[config.mk]
export PLATFORM = sky130hd
export DESIGN_NAME = thermal_monitor_interrupt
export DESIGN_NICKNAME = d
export VERILOG_FILES = /design/src/design/thermal_irq_pkg.sv /design/src/design/therm_cmp.sv /design/src/design/thermal_monitor_interrupt.sv
export SDC_FILE = /design/constraint.sdc
export NUM_CORES = 1
export LEC_CHECK = 0
export ABC_CLOCK_PERIOD_IN_PS = 2200
export BUFFER_PORTS_ARGS = -buffer_cell sky130_fd_sc_hd__buf_2
export CORE_MARGIN = 3
export CORE_UTILIZATION = 55
export CTS_BUF_LIST = sky130_fd_sc_hd__clkbuf_8
export CTS_CLUSTER_SIZE = 28
export DETAILED_ROUTE_END_ITERATION = 8
export GPL_TIMING_DRIVEN = 0
export HOLD_SLACK_MARGIN = 0.06
export PLACE_DENSITY = 0.87
export SLEW_MARGIN = 20
export SYNTH_ARGS = -nofsm -noshare
export SYNTH_HDL_FRONTEND = slang
export SYNTH_HIERARCHICAL = 1
export SYNTH_SLANG_ARGS = --single-unit
export TNS_END_PERCENT = 5
[constraint.sdc]
create_clock -name clk -period 2.2 [get_ports clk]
set_clock_uncertainty 0.15 [all_clocks]
set_input_delay 0.66 -clock clk [delete_from_list [all_inputs] [get_ports clk]]
set_output_delay 0.66 -clock clk [all_outputs]
set_load 0.1 [all_outputs]
[src/design/thermal_irq_pkg.sv]
// constants for the thermal monitor and interrupt block
package thermal_irq_pkg;
	localparam logic [7:0] FLAGS_OFFSET = 8'h0B;
	localparam logic [7:0] MASKS_OFFSET = 8'h0C;
	localparam logic [7:0] STATUS_OFFSET = 8'h0A;
	localparam logic [7:0] CONFIG_OFFSET = 8'h09;
	localparam int TRIP_BIT = 0;
	localparam int WARN_BIT = 1;
	localparam int KEEP_BIT = 7;
	localparam logic [7:0] FLAGS_RESET = 8'h00;
	localparam logic [7:0] MASKS_RESET = 8'h00;
	localparam logic [7:0] CONFIG_RESET = 8'h00;
	localparam int OSC_NOM_KHZ = 2000;
	localparam int OSC_MIN_KHZ = 1900;
	localparam int OSC_MAX_KHZ = 2100;
	localparam int CLK_KHZ = 125000;
	localparam int WARN_CELSIUS = 125;
	localparam int TRIP_CELSIUS = 160;
	localparam int COOL_CELSIUS = 115;
	localparam int TEMP_W = 9;
	typedef enum logic [1:0] {
		ST_RUN = 2'b00,
		ST_SHUT = 2'b01,
		ST_RESTART = 2'b11
	} therm_state_t;
endpackage : thermal_irq_pkg

[src/design/therm_cmp.sv]
// threshold comparator for the die temperature reading
`timescale 1ns/1ns
`default_nettype none
module therm_cmp #(
	parameter int W = 9
) (
	// clock and reset
	input wire logic clk,
	input wire logic nrst,
	// reading and thresholds
	input wire logic [W-1:0] temp,
	input wire logic [W-1:0] warn_th,
	input wire logic [W-1:0] trip_th,
	input wire logic [W-1:0] cool_th,
	// registered comparisons
	output logic warn_hi,
	output logic trip_hi,
	output logic cooled
);
	wire logic warn_nxt = temp > warn_th;
	wire logic trip_nxt = temp > trip_th;
	wire logic cool_nxt = temp <= cool_th;
	always_ff @(posedge clk or negedge nrst) begin
		if (!nrst) begin
			warn_hi <= 1'b0;
			trip_hi <= 1'b0;
			cooled <= 1'b1;
		end else begin
			warn_hi <= warn_nxt;
			trip_hi <= trip_nxt;
			cooled <= cool_nxt;
		end
	end
endmodule : therm_cmp
`default_nettype wire

[src/design/thermal_monitor_interrupt.sv]
// thermal monitor with latched interrupt flags, masks and restart gating
// Functional notes
// - trip interrupt flag reads 1 after a shutdown event, else 0.
// - early warning flag reads 1 after a warning interrupt, else 0.
// - mask bit 1 blocks the trip source; 0 lets it through.
// - mask bit 1 blocks the warning source; 0 lets it through.
// - warning threshold exceeded drives the active-low interrupt low.
// - warning crossing sets warning bit in status and flag registers.
// - trip threshold exceeded starts emergency shutdown of outputs.
// - after shutdown, power-up waits until die cools to recovery threshold.
// - logic runs from a nominal 2.0 MHz oscillator, 1.9 to 2.1 MHz.
// - status shutdown bit is 1 while in thermal shutdown, else 0.
// - with enable high after cooling, restart; reset registers unless keep bit set.
`timescale 1ns/1ns
`default_nettype none
module thermal_monitor_interrupt
	import thermal_irq_pkg::*;
#(
	parameter int W = thermal_irq_pkg::TEMP_W,
	parameter logic [8:0] WARN_TH = 9'(thermal_irq_pkg::WARN_CELSIUS),
	parameter logic [8:0] TRIP_TH = 9'(thermal_irq_pkg::TRIP_CELSIUS),
	parameter logic [8:0] COOL_TH = 9'(thermal_irq_pkg::COOL_CELSIUS)
) (
	// clock and reset
	input wire logic clk,
	input wire logic nrst,
	// temperature reading in degrees, unsigned
	input wire logic [W-1:0] temp,
	// enable pin
	input wire logic en,
	// register port
	input wire logic reg_rd,
	input wire logic reg_wr,
	input wire logic [7:0] reg_addr,
	input wire logic [7:0] reg_wdata,
	output logic [7:0] reg_rdata,
	// open-drain interrupt, low active
	output logic irq_n_o,
	output logic irq_n_oe,
	// power control
	output logic outputs_off,
	output logic startup_req,
	output logic regs_default
);
	import thermal_irq_pkg::*;

	// clk is the control oscillator; nothing here depends on its exact rate
	// so drift inside the allowed band only stretches every delay in real time
	localparam bit OSC_RANGE_OK = (OSC_NOM_KHZ >= OSC_MIN_KHZ) && (OSC_NOM_KHZ <= OSC_MAX_KHZ);

	logic warn_hi;
	logic trip_hi;
	logic cooled;
	// readings are compared one cycle late, so every event trails temp by a clock
	therm_cmp #(.W(W)) u_cmp (
		.clk(clk),
		.nrst(nrst),
		.temp(temp),
		.warn_th(WARN_TH[W-1:0]),
		.trip_th(TRIP_TH[W-1:0]),
		.cool_th(COOL_TH[W-1:0]),
		.warn_hi(warn_hi),
		.trip_hi(trip_hi),
		.cooled(cooled)
	);

	therm_state_t state_r;
	therm_state_t state_nxt;
	logic [7:0] flags_r;
	logic [7:0] flags_nxt;
	logic [7:0] masks_r;
	logic [7:0] masks_nxt;
	logic [7:0] config_r;
	logic [7:0] config_nxt;
	logic warn_prev_r;
	logic [7:0] rdata_nxt;

	wire logic rd_flags = reg_rd && (reg_addr == FLAGS_OFFSET);
	wire logic wr_masks = reg_wr && (reg_addr == MASKS_OFFSET);
	wire logic wr_config = reg_wr && (reg_addr == CONFIG_OFFSET);
	wire logic warn_rise = warn_hi && !warn_prev_r;
	wire logic trip_event = trip_hi && (state_r == ST_RUN);
	wire logic in_shut = (state_r == ST_SHUT);
	wire logic keep_regs_after_overheat = config_r[KEEP_BIT];
	wire logic restart_go = in_shut && cooled && en;
	wire logic do_default = (state_r == ST_RESTART) && !keep_regs_after_overheat;

	// status: shutdown state and live warning level
	wire logic overheat_shutdown_state = in_shut;
	wire logic [7:0] status_val = {6'h00, warn_hi, overheat_shutdown_state};

	// a pending event wins over the read-to-clear
	wire logic trip_set = trip_event || trip_hi;
	wire logic warn_set = warn_rise || warn_hi;
	wire logic overheat_trip_irq_flag = flags_r[TRIP_BIT];
	wire logic early_warn_flag = flags_r[WARN_BIT];
	wire logic overheat_trip_irq_mask = masks_r[TRIP_BIT];
	wire logic early_warn_irq_mask = masks_r[WARN_BIT];
	wire logic trip_live = overheat_trip_irq_flag && !overheat_trip_irq_mask;
	wire logic warn_live = early_warn_flag && !early_warn_irq_mask;
	wire logic irq_nxt = trip_live || warn_live;

	// only the two source bits ever move; the upper bits stay zero
	always_comb begin
		flags_nxt = flags_r;
		if (rd_flags) begin
			flags_nxt = FLAGS_RESET;
		end
		if (trip_set) begin
			flags_nxt[TRIP_BIT] = 1'b1;
		end
		if (warn_set) begin
			flags_nxt[WARN_BIT] = 1'b1;
		end
	end

	// defaults win over a write in the restart cycle; such a write is lost
	always_comb begin
		masks_nxt = masks_r;
		config_nxt = config_r;
		if (do_default) begin
			masks_nxt = MASKS_RESET;
			config_nxt = CONFIG_RESET;
		end else begin
			if (wr_masks) begin
				masks_nxt = {6'h00, reg_wdata[WARN_BIT], reg_wdata[TRIP_BIT]};
			end
			if (wr_config) begin
				config_nxt = {reg_wdata[KEEP_BIT], 7'h00};
			end
		end
	end

	always_comb begin
		state_nxt = state_r;
		case (state_r)
			ST_RUN: begin
				if (trip_hi) begin
					state_nxt = ST_SHUT;
				end
			end
			ST_SHUT: begin
				if (restart_go) begin
					state_nxt = ST_RESTART;
				end
			end
			ST_RESTART: begin
				// one cycle only, so the defaults land before normal running resumes
				state_nxt = ST_RUN;
			end
			default: begin
				state_nxt = ST_RUN;
			end
		endcase
	end

	always_comb begin
		case (reg_addr)
			STATUS_OFFSET: rdata_nxt = status_val;
			FLAGS_OFFSET: rdata_nxt = {6'h00, early_warn_flag, overheat_trip_irq_flag};
			MASKS_OFFSET: rdata_nxt = {6'h00, early_warn_irq_mask, overheat_trip_irq_mask};
			CONFIG_OFFSET: rdata_nxt = {keep_regs_after_overheat, 7'h00};
			default: rdata_nxt = 8'h00;
		endcase
	end

	always_ff @(posedge clk or negedge nrst) begin
		if (!nrst) begin
			state_r <= ST_RUN;
			flags_r <= FLAGS_RESET;
			masks_r <= MASKS_RESET;
			config_r <= CONFIG_RESET;
			warn_prev_r <= 1'b0;
		end else begin
			state_r <= state_nxt;
			flags_r <= flags_nxt;
			masks_r <= masks_nxt;
			config_r <= config_nxt;
			warn_prev_r <= warn_hi;
		end
	end

	// read answer holds until the next read
	always_ff @(posedge clk or negedge nrst) begin
		if (!nrst) begin
			reg_rdata <= 8'h00;
		end else if (reg_rd) begin
			reg_rdata <= rdata_nxt;
		end
	end

	// open-drain pin: level fixed low and only the enable moves, so the pin never drives high
	always_ff @(posedge clk or negedge nrst) begin
		if (!nrst) begin
			irq_n_o <= 1'b0;
			irq_n_oe <= 1'b0;
		end else begin
			irq_n_o <= 1'b0;
			irq_n_oe <= irq_nxt;
		end
	end

	// power control; the masks default here, regs_default tells the rest of the unit
	always_ff @(posedge clk or negedge nrst) begin
		if (!nrst) begin
			outputs_off <= 1'b0;
			startup_req <= 1'b0;
			regs_default <= 1'b0;
		end else begin
			outputs_off <= (state_nxt == ST_SHUT);
			startup_req <= (state_r == ST_SHUT) && (state_nxt == ST_RESTART);
			regs_default <= (state_r == ST_SHUT) && restart_go && !keep_regs_after_overheat;
		end
	end

	// mask changes land a cycle before the pin follows, hence the past values below
	a_trip_shuts: assert property (@(posedge clk) disable iff (!nrst)
		trip_hi && state_r == ST_RUN |=> outputs_off && state_r == ST_SHUT)
		else $error("trip did not shut outputs");
	a_no_early_restart: assert property (@(posedge clk) disable iff (!nrst)
		in_shut && !cooled |=> state_r == ST_SHUT)
		else $error("restart before cooling");
	a_status_shut: assert property (@(posedge clk) disable iff (!nrst)
		reg_rd && reg_addr == STATUS_OFFSET |=> reg_rdata[TRIP_BIT] == $past(outputs_off))
		else $error("status shutdown bit wrong");
	a_irq_follows: assert property (@(posedge clk) disable iff (!nrst)
		(flags_r[WARN_BIT] && !masks_r[WARN_BIT]) |=> irq_n_oe)
		else $error("unmasked flag without interrupt");
	a_mask_blocks: assert property (@(posedge clk) disable iff (!nrst)
		(masks_r[TRIP_BIT] && masks_r[WARN_BIT]) |=> !irq_n_oe)
		else $error("masked source pulled interrupt");
	a_warn_sets: assert property (@(posedge clk) disable iff (!nrst)
		warn_hi |=> flags_r[WARN_BIT] ##1 (irq_n_oe || $past(masks_r[WARN_BIT])))
		else $error("warning not latched");
	a_flag_holds: assert property (@(posedge clk) disable iff (!nrst)
		flags_r[TRIP_BIT] && !rd_flags |=> flags_r[TRIP_BIT])
		else $error("trip flag lost without read");
	a_read_clears: assert property (@(posedge clk) disable iff (!nrst)
		rd_flags && !warn_hi && !trip_hi && !$past(warn_hi) |=> !flags_r[WARN_BIT])
		else $error("read did not clear warning flag");
	a_warn_mask: assert property (@(posedge clk) disable iff (!nrst)
		wr_masks && !do_default |=> masks_r[WARN_BIT] == $past(reg_wdata[WARN_BIT]))
		else $error("warning mask not stored");
	a_default_restart: assert property (@(posedge clk) disable iff (!nrst)
		state_r == ST_RESTART && !config_r[KEEP_BIT] |=> masks_r == MASKS_RESET)
		else $error("registers not defaulted");
	a_trip_flag_sets: assert property (@(posedge clk) disable iff (!nrst)
		trip_hi |=> flags_r[TRIP_BIT])
		else $error("trip flag not set");
	a_trip_flag_zero: assert property (@(posedge clk) disable iff (!nrst)
		!flags_r[TRIP_BIT] && !trip_hi |=> !flags_r[TRIP_BIT])
		else $error("trip flag set without cause");
	a_warn_flag_zero: assert property (@(posedge clk) disable iff (!nrst)
		!flags_r[WARN_BIT] && !warn_hi |=> !flags_r[WARN_BIT])
		else $error("warning flag set without cause");
	a_trip_mask: assert property (@(posedge clk) disable iff (!nrst)
		wr_masks && !do_default |=> masks_r[TRIP_BIT] == $past(reg_wdata[TRIP_BIT]))
		else $error("trip mask not stored");
	a_trip_masked: assert property (@(posedge clk) disable iff (!nrst)
		masks_r[TRIP_BIT] && !(flags_r[WARN_BIT] && !masks_r[WARN_BIT]) |=> !irq_n_oe)
		else $error("masked trip pulled interrupt");
	a_warn_masked: assert property (@(posedge clk) disable iff (!nrst)
		masks_r[WARN_BIT] && !(flags_r[TRIP_BIT] && !masks_r[TRIP_BIT]) |=> !irq_n_oe)
		else $error("masked warning pulled interrupt");
	a_pin_low: assert property (@(posedge clk) disable iff (!nrst)
		!irq_n_o)
		else $error("interrupt pin level not low");
	a_warn_status: assert property (@(posedge clk) disable iff (!nrst)
		reg_rd && reg_addr == STATUS_OFFSET && warn_hi |=> reg_rdata[WARN_BIT])
		else $error("status warning bit missing");
	a_off_in_shut: assert property (@(posedge clk) disable iff (!nrst)
		outputs_off == (state_r == ST_SHUT))
		else $error("outputs off out of step with shutdown");
	a_shut_stays: assert property (@(posedge clk) disable iff (!nrst)
		in_shut |=> state_r == ST_SHUT || state_r == ST_RESTART)
		else $error("shutdown left without restart");
	a_restart_en: assert property (@(posedge clk) disable iff (!nrst)
		in_shut && !en |=> state_r == ST_SHUT)
		else $error("restart with enable low");
	a_restart_pulse: assert property (@(posedge clk) disable iff (!nrst)
		startup_req |=> !startup_req)
		else $error("startup request longer than one cycle");
	a_default_pulse: assert property (@(posedge clk) disable iff (!nrst)
		regs_default |-> startup_req)
		else $error("defaults without restart");
	a_keep_masks: assert property (@(posedge clk) disable iff (!nrst)
		state_r == ST_RESTART && config_r[KEEP_BIT] && !wr_masks |=> masks_r == $past(masks_r))
		else $error("masks lost with keep bit set");
	a_cfg_store: assert property (@(posedge clk) disable iff (!nrst)
		wr_config && !do_default |=> config_r[KEEP_BIT] == $past(reg_wdata[KEEP_BIT]))
		else $error("keep bit not stored");
	a_trip_irq: assert property (@(posedge clk) disable iff (!nrst)
		flags_r[TRIP_BIT] && !masks_r[TRIP_BIT] |=> irq_n_oe)
		else $error("unmasked trip without interrupt");
	a_irq_release: assert property (@(posedge clk) disable iff (!nrst)
		!(flags_r[TRIP_BIT] && !masks_r[TRIP_BIT]) && !(flags_r[WARN_BIT] && !masks_r[WARN_BIT]) |=> !irq_n_oe)
		else $error("interrupt held without unmasked flag");

	c_shutdown: cover property (@(posedge clk) disable iff (!nrst) state_r == ST_SHUT);
	c_restart: cover property (@(posedge clk) disable iff (!nrst) startup_req);
	c_warn_irq: cover property (@(posedge clk) disable iff (!nrst) warn_rise ##2 irq_n_oe);
	c_read_clear: cover property (@(posedge clk) disable iff (!nrst) rd_flags && flags_r[WARN_BIT] ##1 !flags_r[WARN_BIT]);
	c_keep_restart: cover property (@(posedge clk) disable iff (!nrst)
		state_r == ST_RESTART && config_r[KEEP_BIT]);
endmodule : thermal_monitor_interrupt
`default_nettype wire

==> results of run 1 <==
## worst reg2reg max path, delay by kind of cell (launching register included)
family | cells | cell delay, ns
AO/OA/AOI/OAI | 2 | 0.32
flip-flops | 1 | 0.39
multiplexers | 1 | 0.27
AND/OR/NAND/NOR | 1 | 0.10
## final cells by class
cell class / count / area, sq um
Multi-Input combinational cell: 140 / 978
Fill cell: 211 / 684
Inverter: 31 / 116
Timing Repair Buffer: 31 / 155
Buffer: 7 / 56.3
Tap cell: 30 / 37.5
Clock inverter: 1 / 3.75
Clock buffer: 3 / 41.3
Sequential cell: 17 / 427
## registers in the layout, summed over array words and instances (netlist names)
signal         count
u_cmp/warn_hi      1
reg_rdata          3
irq_n_oe           1
startup_req        1
u_cmp/trip_hi      1
flags_r            2
regs_default       1
config_r           1
u_cmp/cooled       1
masks_r            2
state_r            2
outputs_off        1
## kinds of logic after synthesis
logic type / share of synthesized area [%]
AOI/OAI and AO/OA: 14.8
xor gates and xnor gates: 0.599
adders and majority gates: 23.1
buffers and inverters: 11.8
DFF: 29.2
muxes: 1.80
other: 0.514
and+or+nand+nor: 18.2
## where the power goes
part           internal, mW  switching [mW]
combinational         0.107           0.271
clock                 0.124          0.0987
sequential            0.346          0.0160
total                 0.576           0.386
## worst paths after layout
path,startpoint,end,slack [ns],cells after the start
setup / recovery,temp[2],u_cmp/warn_hi,0.31,6
hold reg to reg,u_cmp/warn_hi,flags_r[1],0.30,1
max in group asynchronous,nrst,u_cmp/cooled,1.43,1
hold / removal,nrst,reg_rdata[0],0.16,1
setup reg to reg,flags_r[1],reg_rdata[1],0.87,4
min in group clk,u_cmp/warn_hi,flags_r[1],0.30,1
## cells in the final DEF, fill, tap and decap left out, types with 5 or more instances in the layout
cell	Yosys	final
conb_1	2	33
inv_1	31	32
buf_2	0	31
ha_1	27	27
dfrtp_1	16	16
nor2_1	12	12
a21oi_1	10	10
nand2_1	8	8
nand4_1	7	7
a21o_1	6	6
buf_4	6	6
o21ai_0	5	5
## routing by layer
| metal | vias to the layer above | global-route usage [%] |
|---|---|---|
| li1 | 666 | - |
| met1 | 581 | 22.8 |
| met2 | 34 | 35.2 |
| met3 | 4 | 2.26 |
| met4 | 0 | 4.97 |
| met5 | - | 0 |
## metrics by stage
step	instance area (sq um)	utilization, %	std cells	setup WS (ns)
2_1_floorplan	1580	-	195	0.324
3_5_place_dp	1770	70.8	256	0.0358
3_3_place_gp	1770	70.8	256	0.0388
5_1_grt	1820	72.6	260	0.195
4_1_cts	1820	72.6	260	0.295
6_report	1820	72.6	260	0.309
==> out/qor.csv, run 1 <==
metric,value,unit
outcome,completed,
drtIter0Drc,33,
yosys.area.top_type,dfrtp_1,
cts_buffers,3,
initial_core_util,58.5,%
ys_warn_count,6,
power.total,962,uW
post_cts_buffers,0,
endpoint_kind,flop,
clk_path_buf_depth,2,
die_y,57.5,um
coreArea,0.00250,sq mm
dieArea,0.00331,sq mm
hp-class,primary input to asynchronous set/reset pin,
layout-drive-gt1-share,21.3,%
drc,0,
finalMaxSlewViolations,0,
synth_area_per_cell,8.91,sq um
overflow,0,
drtAntennaViolNets,0,
worstPathArrival,1.85,ns
hpwl,2.53,mm
fmax,529,MHz
grt_pass1_wl,4.95,mm
path_delay_family,compound AO/OA/AOI/OAI gates,
ys.flop_type,dfrtp_1,
criticalPathCategory,primary input to flop,
synth.most_common_cell,inv_1,
hold-worst-slack,0.165,ns
routed-via-count,1285,
irDropWorstVdd,0.533,mV
crit_buf_inv,1,
wl_met1,1.22,mm
routedWlPerCell,11.2,um
yosysSeqAreaShare,29.2,%
synth_edf_count,0,
topRoutingLayerUsed,met4,
antenna_found_initial,0,
max-cap-violations,0,
rsz0062_at_grt,no,
max_stage_delay,0.40,ns
cts-root-buf,clkbuf_8,
cp-start-kind,primary input,
clock_latency,0.25,ns
vias_per_cell,4.94,
dr.pass1.iters,4,
hold_violations,0,
async_flop_share,100,%
synth_cell_types,35,
wirelength,2.91,mm
cp_max_fo,3,
synth_top_area_share,27.4,%
wl_met3,132,um
min_period,1.89,ns
ys_ff_latch,17,
synthTopCellsByArea,"dfrtp_1 27%, ha_1 23%, inv_1 8.0%",
setup_tns,0,ns
fin_crit_sh,86.0,%
tritoncts,built,
syn_inst,164,
synth_area,0.00146,sq mm
nNetsFinal,288,
track_usage,18.9,%
grt_pass1_vias,1226,
power_density,530,mW/mm^2
p_leak,1.04,nW
cts.sinks,17,
area_delta_synth_final,24.2,%
grt_start_max_net_pins,18,
cts_resized,0,
ctsHoldBuffers,0,
die_x,57.5,um
required,2.16,ns
portBuffers,31,
setup-violations-final,0,
slowest_stage,a2111oi_0,
rows,18,
gp_congestion,0.810,
cts.clk_slew.worst_paths,0.06,ns
dr_wl_met2,1.52,mm
io_pins,43,
path_cells,buf_2 > ha_1 > a21oi_1 > a211oi_1 > a2111oi_0 > a41oi_1,
htreeDepth,1,
num_antenna_cells,0,
yosys-top-cells-count,"31 x inv_1, 27 x ha_1, 16 x dfrtp_1",
(Power assumes the default switching activity.)
==> inputs of run 2 (changes only) <==
Settings changed: ABC_AREA set to 1, PLACE_DENSITY 0.87 to 0.86.
==> run 2 against run 1 <==
Compared with the run above: largest cell class unchanged; clock-buffer cell count stayed put; worst hold slack worse by 0.0044 ns; highest routed layer unchanged; routed wire length is 4.5% lower; combinational power is 2% higher.
==> out/qor.csv, run 2 <==
metric,value,unit
grt_pass1_wl,4.64,mm
worstPathArrival,1.02,ns
required,1.39,ns
rsz0062_at_grt,no,
criticalPathCategory,flop to output port,
htreeDepth,1,
path_delay_family,buffers and inverters,
swShare,41.4,%
nNetsFinal,342,
syn_inst,218,
finalMaxSlewViolations,0,
stdcell_count,314,
layout-drive-gt1-share,19.7,%
gp_congestion,0.783,
setup_tns,0,ns
drc,0,
fin_crit_sh,83.2,%
dp.cells,310,
die_y,59.3,um
switchingPower,404,uW
largest_reg_flops,3,
crit_buf_inv,1,
layout_commonest_cell,nand2_1,
routed-via-count,1386,
antenna_found_initial,0,
ys_warn_count,6,
slowest_stage,buf_2,
cts.clk_slew.worst_paths,0.07,ns
coreArea,0.00259,sq mm
comb_power_share,39.6,%
portBuffers,31,
synth_area,0.00156,sq mm
cp_max_fo,2,
initial_core_util,60.3,%
wirelength,2.78,mm
track_usage,16.9,%
die_x,59.3,um
io_pins,43,
post_cts_buffers,0,
yosys-top-cells-count,"50 x nand2_1, 45 x inv_1, 27 x ha_1",
p_leak,1.23,nW
vias_per_cell,4.41,
cp-start-kind,flop,
synthTopCellsByArea,"dfrtp_1 26%, ha_1 22%, nand2_1 12%",
rr_worst_depth,3,
outcome,completed,
cp_num_cells,1,
grt_pass1_vias,1194,
setup-violations-final,0,
drtAntennaViolNets,0,
num_antenna_cells,0,
synth_edf_count,0,
cts_buffers,3,
intPower,573,uW
synth.most_common_cell,nand2_1,
dieArea,0.00352,sq mm
min_period,1.83,ns
irDropWorstVdd,0.845,mV
top_register,reg_rdata,
cts-root-buf,clkbuf_8,
drtIter0Drc,61,
fmax,546,MHz
area_delta_synth_final,22.7,%
yosysSeqAreaShare,27.3,%
ys_ff_latch,17,
synth_top_area_share,25.6,%
routedWlPerCell,8.86,um
dr.pass1.iters,4,
async_flop_share,100,%
grt_start_max_net_pins,18,
hp-class,primary input to asynchronous set/reset pin,
p_clk_share,23.6,%
max_stage_delay,0.42,ns
endpoint_kind,output port,
ctsHoldBuffers,0,
hpwl,2.42,mm
synth_cell_types,29,
synth_area_per_cell,7.17,sq um
tritoncts,built,
hold_violations,0,
seq_power_share,36.7,%
ys.flop_type,dfrtp_1,
path_cells,buf_2,
final_cell_mix,"50 x nand2_1, 45 x inv_1, 33 x conb_1",
clk_path_buf_depth,2,
cts_resized,0,
cts.sinks,17,
clock_latency,0.25,ns
max-cap-violations,0,
rows,18,
overflow,0,
power_density,509,mW/mm^2
yosys.area.top_type,dfrtp_1,
[run 2: cell types whose count changed in the layout (fill, tap and decap cells not counted), moves of 4 or more]
cell / before / now
nand2_1: 8 / 50
inv_2: 0 / 4
o21ai_0: 5 / 0
inv_1: 32 / 45
nand4_1: 7 / 3
nand3_1: 3 / 15
nor2_1: 12 / 16
[run 2: path summary, 6_finish.rpt]
check,startpoint,endpoint,slack [ns]
max,reg_rdata[1],reg_rdata[1],0.37
min,nrst,reg_rdata[1],0.16
max reg2reg,u_cmp/cooled,outputs_off,1.05
min reg2reg,u_cmp/trip_hi,flags_r[0],0.31
max in group asynchronous,nrst,u_cmp/cooled,1.43
min in group clk,u_cmp/trip_hi,flags_r[0],0.31
[run 2: per-stage QoR]
stage	hold WS (ns)	total power [mW]	setup WS, ns	cell area (sq um)	utilization (%)
after floorplan	0.214	0.666	0.492	1680	-
after global placement	0.293	0.737	0.337	1870	72.3
after detailed placement	0.294	0.746	0.314	1870	72.3
after CTS	0.172	0.977	0.369	1920	74.1
after global routing	0.192	1.04	0.336	1920	74.1
final	0.160	0.977	0.369	1920	74.1
[run 2: area by class of cell]
type                       count  area [sq um]
buffer                         6          45.0
clock buffer                   3          41.3
clock inverter                 1          5.00
fill                         224           672
inverter                      51           191
multi-input combinational    175          1020
sequential                    17           427
tap                           30          37.5
timing repair buffer          31           155
[run 2: power by group through the flow]
stage,registers [mW],clock network [mW],logic (mW)
after global routing,0.361,0.247,0.432
final,0.359,0.231,0.387
after global placement,0.363,0,0.374
after floorplan,0.460,0,0.207
after detailed placement,0.364,0,0.382
after CTS,0.359,0.233,0.385
[run 2: cell families (layout without fill, tap and decap cells)]
| logic type | count (synthesis) | in the layout | synth area share (%) |
|---|---|---|---|
| buf+inv | 57 | 92 | 15.1 |
| flops | 17 | 17 | 27.3 |
| other cells | 2 | 33 | 0.481 |
| compound gates | 15 | 15 | 5.60 |
| fa+ha+maj | 27 | 27 | 21.6 |
| simple gates | 100 | 100 | 29.9 |
[run 2: layer usage]
| layer | up-vias | routed length [um] | track usage [%] |
|---|---|---|---|
| li1 | 767 | - | - |
| met1 | 578 | 1190 | 20.7 |
| met2 | 35 | 1380 | 30.0 |
| met3 | 6 | 158 | 1.96 |
| met4 | 0 | 55 | 6.47 |
| met5 | - | 0 | 0 |
==> inputs of run 3 (changes only) <==
Settings changed: ABC_AREA 1 to 0, ABC_CLOCK_PERIOD_IN_PS 2200 to 1500, CORE_UTILIZATION 55 to 48, PLACE_DENSITY 0.86 to 0.81.
Clock period 2.2 ns to 1.5 ns, I/O delays scaled along.
==> run 3 against run 2 <==
Compared with the run above: critical path type is now primary input to flop; core utilization grew 2.4 points; largest power group unchanged; total power up 59%; die area is 6.4% higher.
==> out/qor.csv, run 3 (synthesis results as in run 1) <==
metric,value,unit
fin_crit_sh,100,%
cts-root-buf,clkbuf_8,
clock_latency,0.25,ns
detailed_place.area,0.00188,sq mm
worstPathArrival,1.53,ns
setup_tns,0,ns
fmax,667,MHz
r2r-end,reg_rdata[1],
worstSetupEndpoint,u_cmp/cooled,
htreeDepth,1,
io_pins,43,
irDropWorstVdd,0.324,mV
final_util,76.4,%
die_y,61.2,um
drtAntennaViolNets,0,
grt_start_max_net_pins,18,
outcome,completed,
drtIter0Drc,40,
portBuffers,31,
drc,0,
cp-start-kind,primary input,
clk_path_buf_depth,2,
cts.sinks,17,
cts.clk_slew.worst_paths,0.06,ns
hpwl,2.33,mm
cts_buffers,3,
dieArea,0.00374,sq mm
reg2reg_slack,0.17,ns
rr_worst_depth,4,
die_x,61.2,um
power_density,716,mW/mm^2
timing.rr.start,flags_r[1],
layout-drive-gt1-share,33.9,%
routed-via-count,1283,
max-cap-violations,0,
top_register,reg_rdata,
power.total,1.55,mW
dp.cells,257,
postLayoutCellArea,0.00216,sq mm
track_usage,16.3,%
rows,19,
stdcell_count,264,
overflow,0,
hold_violations,0,
layout_commonest_cell,conb_1,
setup-violations-final,0,
p_leak,1.08,nW
dr.pass1.iters,4,
endpoint_kind,flop,
hp-class,primary input to flop,
gp_congestion,0.745,
antenna_found_initial,0,
tritoncts,built,
initial_core_util,51.7,%
rsz0062_at_grt,yes,
routedWlPerCell,11.7,um
wirelength,3.08,mm
required,1.54,ns
largest_reg_flops,3,
nNetsFinal,291,
coreArea,0.00283,sq mm
fill_cells,203,
cp_max_fo,3,
grt_pass1_wl,4.60,mm
criticalPathCategory,primary input to flop,
vias_per_cell,4.86,
area_delta_synth_final,47.9,%
num_antenna_cells,0,
final_cell_mix,"33 x conb_1, 29 x inv_1, 17 x buf_2",
grt_pass1_vias,1094,
finalMaxSlewViolations,0,
min_period,1.50,ns
startpoint,temp[4],
==> run 3: metal layers <==
metal	global-route usage (%)	part of all wire [%]
met5	0	0
met3	1.26	2.5
met2	26.4	50
met4	7.43	2.3
met1	22.1	45
==> run 3: worst min-delay path by stage <==
stage / start / endpoint / slack (ns) / cells after the start
3_5_place_dp: nrst / reg_rdata[0] / 0.23 / 1
5_1_grt: reg_wdata[1] / masks_r[1] / 0.30 / 3
3_3_place_gp: nrst / reg_rdata[1] / 0.23 / 1
2_1_floorplan: nrst / config_r[7] / 0.004 / 0
4_1_cts: reg_wdata[1] / masks_r[1] / 0.29 / 3
6_report: reg_wdata[0] / masks_r[0] / 0.29 / 3
==> run 3: repair_timing <==
action | 4_1_cts | 5_1_grt
hold endpoints to repair | 16 | 0
pin swaps | 1 | 13
setup endpoints to repair | 10 | 6
resized for setup | 10 | 37
hold buffers | 1 | 0
buffers inserted | 0 | 2
==> run 3: critical path, stage by stage <==
cell       delay [ns]
clkbuf_4         0.16
ha_4             0.25
a21oi_2          0.12
nor2_2           0.05
a2111oi_2        0.33
a41o_1           0.18
==> run 3: metrics by stage <==
stage | setup slack [ns] | hold WS, ns
after floorplan | -0.0221 | 0.00441
after global placement | -0.339 | 0.230
after detailed placement | -0.376 | 0.234
after CTS | -0.0534 | 0.286
after global routing | -0.0648 | 0.301
final | 0.000343 | 0.290
==> run 3: report_power, final <==
| group | leakage, nW | total, mW | switching (mW) | internal, mW |
|---|---|---|---|---|
| Clock | 0.0255 | 0.339 | 0.155 | 0.184 |
| Sequential | 0.207 | 0.530 | 0.0230 | 0.507 |
| Combinational | 0.852 | 0.680 | 0.440 | 0.240 |
| Total | 1.08 | 1.55 | 0.617 | 0.931 |
==> run 3: area by class of cell <==
class	count	area, sq um	share of cell area [%]
timing repair buffer	34	250	11.6
multi-input combinational	140	1230	56.8
inverter	31	116	5.38
clock buffer	3	41.3	1.91
sequential	17	427	19.7
clock inverter	1	5.00	0.231
buffer	7	56.3	2.60
tap	31	38.8	1.79
